$ cat config.mk
export PLATFORM = sky130hd
export DESIGN_NAME = lcd_panel_timing_gen
export DESIGN_NICKNAME = d
export VERILOG_FILES = /design/src/lcd_timing_pkg.sv /design/src/lcd_prescaler.sv /design/src/lcd_pix_fifo.sv /design/src/lcd_panel_timing_gen.sv
export SDC_FILE = /design/constraint.sdc
export NUM_CORES = 1
export LEC_CHECK = 0
export BUFFER_PORTS_ARGS = -buffer_cell sky130_fd_sc_hd__buf_4
export CAP_MARGIN = 15
export CORE_UTILIZATION = 40
export CTS_CLUSTER_SIZE = 24
export DETAILED_ROUTE_END_ITERATION = 10
export PLACE_DENSITY = 0.62
export SYNTH_ARGS = -nofsm -noshare
export SYNTH_HDL_FRONTEND = slang
export SYNTH_SLANG_ARGS = --single-unit
$ cat constraint.sdc
create_clock -name I_CORE_CLK -period 11.45 [get_ports I_CORE_CLK]
set_input_delay 0.5725 -clock I_CORE_CLK [delete_from_list [all_inputs] [get_ports I_CORE_CLK]]
set_output_delay 0.5725 -clock I_CORE_CLK [all_outputs]
set_load 0.1 [all_outputs]
$ cat src/lcd_timing_pkg.sv
// Shared constants, reset values and carrier types of the LCD timing block.
// Assumes one core clock and a synchronous, active-high reset.
package lcd_timing_pkg;

  // ****************************************************************
  // Clock, widths and codes
  // ****************************************************************
  localparam int CLK_PERIOD_NS = 20;
  localparam int PRESCALE_W = 7;
  localparam int PIX_W = 4;
  localparam int FIFO_DEPTH = 16;
  localparam logic [1:0] BUS_1BIT = 2'h0;
  localparam logic [1:0] BUS_2BIT = 2'h1;
  localparam logic [1:0] BUS_4BIT = 2'h2;
  localparam logic [1:0] FRAME_EDGE_SHIFTS = 2'h2;
  localparam logic [5:0] LOFS_IDLE = 6'h3F;
  localparam logic [3:0] DATA_RST = 4'h0;

  // ****************************************************************
  // Types
  // ****************************************************************
  typedef enum logic {ST_IDLE, ST_RUN} mode_t;

  typedef struct packed {
    logic [2:0] prescale_select;
    logic [4:0] shift_period_count;
    logic [4:0] shift_high_count;
    logic [4:0] line_rise_offset;
    logic [4:0] line_fall_offset;
    logic [7:0] line_width_count;
    logic [7:0] panel_height_count;
    logic [1:0] bus_width;
  } cfg_t;

  typedef struct packed {
    mode_t mode;
    logic [4:0] sph;
    logic [10:0] idx;
    logic [8:0] row;
    logic [5:0] lofs;
    logic [8:0] frow;
    logic [1:0] fdly;
    logic shift_clock;
    logic lclk;
    logic frame;
    logic [3:0] data;
    logic underrun;
  } tim_st_t;

  localparam tim_st_t TIM_RST = '{mode: ST_IDLE, sph: 5'h00,
    idx: 11'h000, row: 9'h000, lofs: LOFS_IDLE, frow: 9'h000,
    fdly: 2'h0, shift_clock: 1'b0, lclk: 1'b0, frame: 1'b0,
    data: DATA_RST, underrun: 1'b0};

endpackage

$ cat src/lcd_prescaler.sv
// Pixel prescale tick generator: one core-clock pulse every 2**N cycles.
// Assumes select is stable while running.
`timescale 1ns/1ps
module lcd_prescaler
  import lcd_timing_pkg::*;
(
  input wire logic i_clk,
  input wire logic i_rst,
  input wire logic i_run,
  input wire logic [2:0] i_sel,
  output logic o_tick
);

  typedef struct packed {
    logic [PRESCALE_W-1:0] cnt;
    logic tick;
  } pre_st_t;

  pre_st_t s_r;
  pre_st_t s_nxt;
  logic [PRESCALE_W:0] span;
  logic [PRESCALE_W-1:0] mask;

  assign span = (PRESCALE_W+1)'(1) << i_sel;
  assign mask = PRESCALE_W'(span - (PRESCALE_W+1)'(1));

  always_comb
  begin
    s_nxt = s_r;
    s_nxt.tick = 1'b0;
    if (!i_run)
    begin
      s_nxt.cnt = '0;
    end
    else if (s_r.cnt >= mask)
    begin
      s_nxt.cnt = '0;
      s_nxt.tick = 1'b1;
    end
    else
    begin
      s_nxt.cnt = s_r.cnt + PRESCALE_W'(1);
    end
  end

  always_ff @(posedge i_clk)
  begin
    if (i_rst)
      s_r <= '0;
    else
      s_r <= s_nxt;
  end

  assign o_tick = s_r.tick;
endmodule // lcd_prescaler

$ cat src/lcd_pix_fifo.sv
// Pixel word FIFO between the pixel source and the shift-clock pacer.
// Assumes both sides run on the core clock.
`timescale 1ns/1ps
module lcd_pix_fifo #(
  parameter int WIDTH = 4,
  parameter int DEPTH = 16
) (
  input wire logic i_clk,
  input wire logic i_rst,
  input wire logic i_in_valid,
  input wire logic [WIDTH-1:0] i_in_data,
  output logic o_in_ready,
  output logic o_out_valid,
  output logic [WIDTH-1:0] o_out_data,
  input wire logic i_out_ready
);

  localparam int AW = $clog2(DEPTH);

  typedef struct packed {
    logic [AW-1:0] wp;
    logic [AW-1:0] rp;
    logic [AW:0] cnt;
    logic rdy;
  } fifo_st_t;

  fifo_st_t s_r;
  fifo_st_t s_nxt;
  logic [WIDTH-1:0] mem [DEPTH];
  logic push;
  logic pop;

  assign push = i_in_valid && s_r.rdy;
  assign pop = i_out_ready && (s_r.cnt != '0);

  always_comb
  begin
    s_nxt = s_r;
    if (push)
      s_nxt.wp = (s_r.wp == AW'(DEPTH-1)) ? '0 : s_r.wp + AW'(1);
    if (pop)
      s_nxt.rp = (s_r.rp == AW'(DEPTH-1)) ? '0 : s_r.rp + AW'(1);
    if (push && !pop)
      s_nxt.cnt = s_r.cnt + (AW+1)'(1);
    else if (pop && !push)
      s_nxt.cnt = s_r.cnt - (AW+1)'(1);
    // Ready is registered from the next count, so it is never optimistic.
    s_nxt.rdy = (s_nxt.cnt != (AW+1)'(DEPTH));
  end

  always_ff @(posedge i_clk)
  begin
    if (i_rst)
    begin
      s_r <= '0;
      s_r.rdy <= 1'b1;
    end
    else
      s_r <= s_nxt;
  end

  always_ff @(posedge i_clk)
  begin
    if (push)
      mem[s_r.wp] <= i_in_data;
  end

  assign o_in_ready = s_r.rdy;
  assign o_out_valid = (s_r.cnt != '0);
  assign o_out_data = mem[s_r.rp];

endmodule // lcd_pix_fifo

$ cat src/lcd_panel_timing_gen.sv
// Passive LCD panel timing generator: shift clock, line clock, frame
// signal and panel data paced from a pixel prescale tick.
// Assumes the configuration inputs come from core-clock logic and are
// held steady while I_ENABLE is high.
`timescale 1ns/1ps
module lcd_panel_timing_gen
  import lcd_timing_pkg::*;
#(
  parameter int FIFO_D = FIFO_DEPTH
) (
  input wire logic I_CORE_CLK,
  input wire logic I_RST,
  input wire logic I_ENABLE,
  input wire logic [2:0] I_PRESCALE_SELECT,
  input wire logic [4:0] I_SHIFT_PERIOD_COUNT,
  input wire logic [4:0] I_SHIFT_HIGH_COUNT,
  input wire logic [4:0] I_LINE_RISE_OFFSET,
  input wire logic [4:0] I_LINE_FALL_OFFSET,
  input wire logic [7:0] I_LINE_WIDTH_COUNT,
  input wire logic [7:0] I_PANEL_HEIGHT_COUNT,
  input wire logic [1:0] I_BUS_WIDTH,
  input wire logic I_PIX_VALID,
  input wire logic [PIX_W-1:0] I_PIX_DATA,
  output logic O_PIX_READY,
  output logic O_SHIFT_CLOCK,
  output logic O_LINE_CLOCK,
  output logic O_FRAME,
  output logic [PIX_W-1:0] O_PANEL_DATA,
  output logic O_UNDERRUN,
  output logic O_ACTIVE
);

  // ****************************************************************
  // Configuration bundle and derived lengths
  // ****************************************************************
  cfg_t cfg;
  tim_st_t s_r;
  tim_st_t s_nxt;
  logic tick;
  logic start;
  logic line_start;
  logic pop;
  logic fifo_valid;
  logic [PIX_W-1:0] fifo_data;
  logic [10:0] line_len;
  logic [9:0] rows;
  logic [8:0] last_row;
  logic [5:0] rise_at;
  logic [5:0] fall_at;

  assign cfg = '{prescale_select: I_PRESCALE_SELECT,
    shift_period_count: I_SHIFT_PERIOD_COUNT,
    shift_high_count: I_SHIFT_HIGH_COUNT,
    line_rise_offset: I_LINE_RISE_OFFSET,
    line_fall_offset: I_LINE_FALL_OFFSET,
    line_width_count: I_LINE_WIDTH_COUNT,
    panel_height_count: I_PANEL_HEIGHT_COUNT,
    bus_width: I_BUS_WIDTH};

  // Shift clocks per line: (width + 1) scaled by the bus factor.
  always_comb
  begin
    line_len = {3'h0, cfg.line_width_count} + 11'h001;
    case (cfg.bus_width)
      BUS_1BIT: line_len = line_len << 2;
      BUS_2BIT: line_len = line_len << 1;
      default: line_len = line_len;
    endcase
  end

  // Two line clocks per panel row pair, as for a split-scan panel.
  // A full-height panel has 512 rows, one bit more than the row counter
  // needs, so the last row is formed directly as 2H+1.
  assign rows = ({2'h0, cfg.panel_height_count} + 10'h001) << 1;
  assign last_row = {cfg.panel_height_count, 1'b1};
  assign rise_at = {1'b0, cfg.line_rise_offset} + 6'h01;
  assign fall_at = {1'b0, cfg.line_fall_offset} + 6'h01;

  // ****************************************************************
  // Prescale tick and pixel FIFO
  // ****************************************************************
  lcd_prescaler u_pre (
    .i_clk(I_CORE_CLK),
    .i_rst(I_RST),
    .i_run(s_r.mode == ST_RUN),
    .i_sel(cfg.prescale_select),
    .o_tick(tick)
  );

  lcd_pix_fifo #(
    .WIDTH(PIX_W),
    .DEPTH(FIFO_D)
  ) u_fifo (
    .i_clk(I_CORE_CLK),
    .i_rst(I_RST),
    .i_in_valid(I_PIX_VALID),
    .i_in_data(I_PIX_DATA),
    .o_in_ready(O_PIX_READY),
    .o_out_valid(fifo_valid),
    .o_out_data(fifo_data),
    .i_out_ready(pop)
  );

  // Keeps only the lanes the panel bus really has.
  function automatic logic [PIX_W-1:0] lane_mask(
    input logic [1:0] bw,
    input logic [PIX_W-1:0] d
  );
    case (bw)
      BUS_1BIT: lane_mask = {3'h0, d[0]};
      BUS_2BIT: lane_mask = {2'h0, d[1:0]};
      default: lane_mask = d;
    endcase
  endfunction

  // ****************************************************************
  // Timing state
  // ****************************************************************
  always_comb
  begin
    s_nxt = s_r;
    start = 1'b0;
    line_start = 1'b0;
    pop = 1'b0;
    case (s_r.mode)
      ST_IDLE:
      begin
        if (I_ENABLE)
        begin
          // Park the shift, index and row counters on their last step so the first tick opens
          // shift 0 of line 0 of a fresh frame.
          s_nxt.mode = ST_RUN;
          s_nxt.sph = cfg.shift_period_count;
          s_nxt.idx = line_len - 11'h001;
          s_nxt.row = last_row;
        end
      end
      ST_RUN:
      begin
        if (!I_ENABLE)
        begin
          s_nxt = TIM_RST;
        end
        else if (tick)
        begin
          start = (s_r.sph >= cfg.shift_period_count);
          s_nxt.sph = start ? 5'h00 : s_r.sph + 5'h01;
          s_nxt.shift_clock = (s_nxt.sph <= cfg.shift_high_count);
          if (start)
          begin
            line_start = (s_r.idx >= line_len - 11'h001);
            s_nxt.idx = line_start ? 11'h000 : s_r.idx + 11'h001;
            // Data moves on the rising edge and is sampled on the fall.
            pop = 1'b1;
            s_nxt.data = fifo_valid ?
              lane_mask(cfg.bus_width, fifo_data) : DATA_RST;
            s_nxt.underrun = s_r.underrun | !fifo_valid;
            if (s_r.fdly != 2'h0)
            begin
              s_nxt.fdly = s_r.fdly - 2'h1;
              if (s_r.fdly == 2'h1)
              begin
                if (s_r.frow == last_row)
                  s_nxt.frame = 1'b1;
                else if (s_r.frow == 9'h000)
                  s_nxt.frame = 1'b0;
              end
            end
          end
          if (line_start)
          begin
            s_nxt.row = (s_r.row >= last_row) ? 9'h000 :
              s_r.row + 9'h001;
            // The offset count is zero on the line's first shift rise, so
            // an offset of N lands a full N+1 ticks after that rise.
            s_nxt.lofs = 6'h00;
          end
          else if (s_r.lofs != LOFS_IDLE)
          begin
            s_nxt.lofs = s_r.lofs + 6'h01;
          end
          if (s_nxt.lofs == rise_at)
          begin
            s_nxt.lclk = 1'b1;
            s_nxt.frow = s_nxt.row;
            s_nxt.fdly = FRAME_EDGE_SHIFTS;
          end
          // With equal offsets the fall wins and no pulse appears.
          if (s_nxt.lofs == fall_at)
            s_nxt.lclk = 1'b0;
        end
      end
      default:
      begin
        s_nxt = TIM_RST;
      end
    endcase
  end

  always_ff @(posedge I_CORE_CLK)
  begin
    if (I_RST)
      s_r <= TIM_RST;
    else
      s_r <= s_nxt;
  end

  assign O_SHIFT_CLOCK = s_r.shift_clock;
  assign O_LINE_CLOCK = s_r.lclk;
  assign O_FRAME = s_r.frame;
  assign O_PANEL_DATA = s_r.data;
  assign O_UNDERRUN = s_r.underrun;
  assign O_ACTIVE = (s_r.mode == ST_RUN);

  logic run;
  assign run = (s_r.mode == ST_RUN) && I_ENABLE;
endmodule // lcd_panel_timing_gen

==> metrics <==
run status=complete, no violations; Placeable Area=20,200 sq um; DRC errors left=0; largest cells by area after synthesis=edfxtp_1 (23%), dfxtp_1 (19%), ha_1 (8.2%); CP Class=input port to flop; cell taking the most area after synthesis=edfxtp_1; YS warnings=0; CTS hold repair buffers=0; RePlAce Congestion=roughly 0.8; initial antenna violation count=0; Avg Inst Size Synth=~9.6 sq um; library cells used by synthesis=between 70 and 80; Starting Density=about two fifths; worst min-delay path category=input port to flop; CTS Buf Count=17; NumNets Final=about 1,000; Setup TNS=0 ps; drt initial violations=524; die area=between 20,000 and 25,000 sq um; post-route ant nets=0; met2 Use GR=30.9%; 1st-pass router iterations=5; Post-Syn Nets=a little under 1,000; H-tree depth=4; Post-synth EDFFs=64; crit path DAT=between 5000 and 6000 ps; Final setup viols=0; hpwl dp=13.3 mm; actual slew at the worst max-slew pin=just under 1000 ps; Post-CTS Setup Bufs=0; leakage power=about 3.6 nW; M1 GR Usage=between 20% and 30%; Core Rows=52; Slew Limit Headroom=about a third; vias in the first global route=about 6,300; minimum clock period=between 5000 and 6000 ps; Synth top area share=around 23%; Buffers on Ports=between 50 and 60; GRT busiest layer=met2; Hold Vio Cnt, Final=0; layout cells sized above 1=~14%; total number of vias=about 6,500; CTS tree=done; Max Cap Violations=0; most frequent cells in the layout=nand2_1 (88), dfxtp_1 (77), nor2_1 (71); Top Ports=between 50 and 60; Startpoint Class=input port; die height=between 100 and 150 um; Worst EP required=roughly 12,000 ps; wire per inst=roughly 16 um; ys flop type=dfxtp_1; Synth Cell Area=about 8300 sq um; Synth async-reset ratio=0%; largest net degree at the start of global routing=50; Die Width=146 um; number of vias per cell=approximately 5.5; Seq/Total Area, Yosys=approximately two fifths; area of placed instances=between 8000 and 9000 sq um; Cell Pwr Density=around 130 nW/um^2; Clock Latency Late Sink=430 ps; aggregate global-route resource usage=18.3%; Routed Wire Length=18.7 mm; ANT cells=0; PostCTS Resize Cnt=0; peak supply drop=0.0800 mV; period utilization=a little over two fifths; clock slew at the register clock pins of the worst setup and hold paths=approximately 70 ps; Final Instance Area=roughly 9500 sq um; CP endpoint kind=flop; gr ovfl total=0; Max Fclk=199 MHz; Slew Viols, Final=0; met3 usage=2.82%; CTS max path bufs=2; crit path max fanout=27; Clock Skew=~11 ps; clock sink total=approximately 140; most common cell after layout, fill and taps aside=nand2_1; post-synthesis cell count=between 800 and 900; root buffer cell=clkbuf_16; filler instances=roughly 1,900; first-pass GRT wire length=31.4 mm; RSZ-0062 raised after global routing=false; Seq cells post-synth=141; Area Growth Syn to Fin=14.4%
-- synthesized netlist by cell type, drive strengths merged, types with 4 or more instances --
cell,count
clkbuf,23
nand2b,12
and3,19
mux4,16
a22oi,7
xnor2,22
a22o,5
edfxtp,64
buf,15
a21o,11
nor3,21
nand4,10
ha,54
o211ai,5
nand2,88
nand3,51
o21a,5
and2,6
a211oi,8
mux2i,11
nor2b,11
a221oi,4
inv,36
o21ai,38
a32oi,4
a31oi,20
nor4,5
dfxtp,77
or3,7
nor3b,7
xor2,27
nor2,73
o31ai,4
a21oi,51
o22ai,8
-- per-stage QoR --
| step | std cells | power [mW] | setup slack (ps) | util [%] | hold WS, ps |
|---|---|---|---|---|---|
| after floorplan | 862 | 0.662 | 7000 | - | 426 |
| after global placement | 1155 | 0.709 | 6150 | 43.9 | 449 |
| after detailed placement | 1155 | 0.710 | 6010 | 43.9 | 451 |
| after CTS | 1187 | 1.25 | 6440 | 46.8 | 419 |
| after global routing | 1187 | 1.30 | 5960 | 46.8 | 436 |
| final | 1187 | 1.25 | 6430 | 46.8 | 429 |
-- sequential cells by signal, summed over array words and instances, names as in the netlist, named ones only --
signal and flops:
O_FRAME 1, O_LINE_CLOCK 1, u_pre.o_tick 1, u_fifo.o_in_ready 1, O_UNDERRUN 1, O_ACTIVE 1
u_fifo.mem 64, O_SHIFT_CLOCK 1, O_PANEL_DATA 4, s_r 42, u_pre.s_r 7, u_fifo.s_r 13
-- routing by layer --
layer	part of all wire, %	routed length, um	up-vias
met4	0.97	181	0
met3	2.9	543	16
met2	48	9020	106
met1	48	8970	3112
li1	-	-	3272
met5	0	0	-
-- path summary, 6_finish.rpt --
path / endpoint / slack (ps) / depth (start not counted) / from
max reg2reg: s_r[14] / 8070 / 11 / s_r[34]
min: s_r[32] / 430 / 3 / I_PANEL_HEIGHT_COUNT[6]
max: s_r[14] / 6430 / 19 / I_LINE_WIDTH_COUNT[0]
min reg2reg: O_PANEL_DATA[1] / 460 / 2 / O_PANEL_DATA[1]
-- kinds of logic after synthesis --
kind of cell             after synthesis  share of synthesized area (%)
flip-flops                           141                           41.9
AND/OR/NAND/NOR                      322                           19.3
multiplexers                          27                           5.73
XOR/XNOR                              49                           5.19
buffers and inverters                 75                           3.86
adder cells (fa/ha/maj)               54                           8.17
AO/OA/AOI/OAI                        194                           15.9
-- final cells by class --
class	count	area [sq um]	share of cell area [%]
repair buffers	61	458	4.84
well taps	270	338	3.57
clock buffers	18	429	4.53
inverters	37	139	1.47
flip-flops and latches	141	3460	36.6
clock inverters	14	150	1.59
multi-input cells	646	4490	47.4
-- worst max-delay path, cell delays in order --
cell      delay [ps]
buf_4            130
ha_1             260
nand3_1          120
xor2_1           230
mux2i_1          110
o21ai_1          270
nand3_1          190
nor3b_2          250
nor3b_1          250
mux2i_1          130
ha_1             310
nand4_1          160
o32ai_1          500
o21a_1           830
nor3_1           170
o221ai_2         310
o21ai_2           90
a21oi_2          300
a22o_1           200
-- report_power, final --
group	switching (mW)	internal, mW	leakage [nW]
clock network	0.238	0.307	0.274
logic	0.0874	0.0616	2.14
registers	0.0141	0.537	1.20
(Power assumes the default switching activity.)
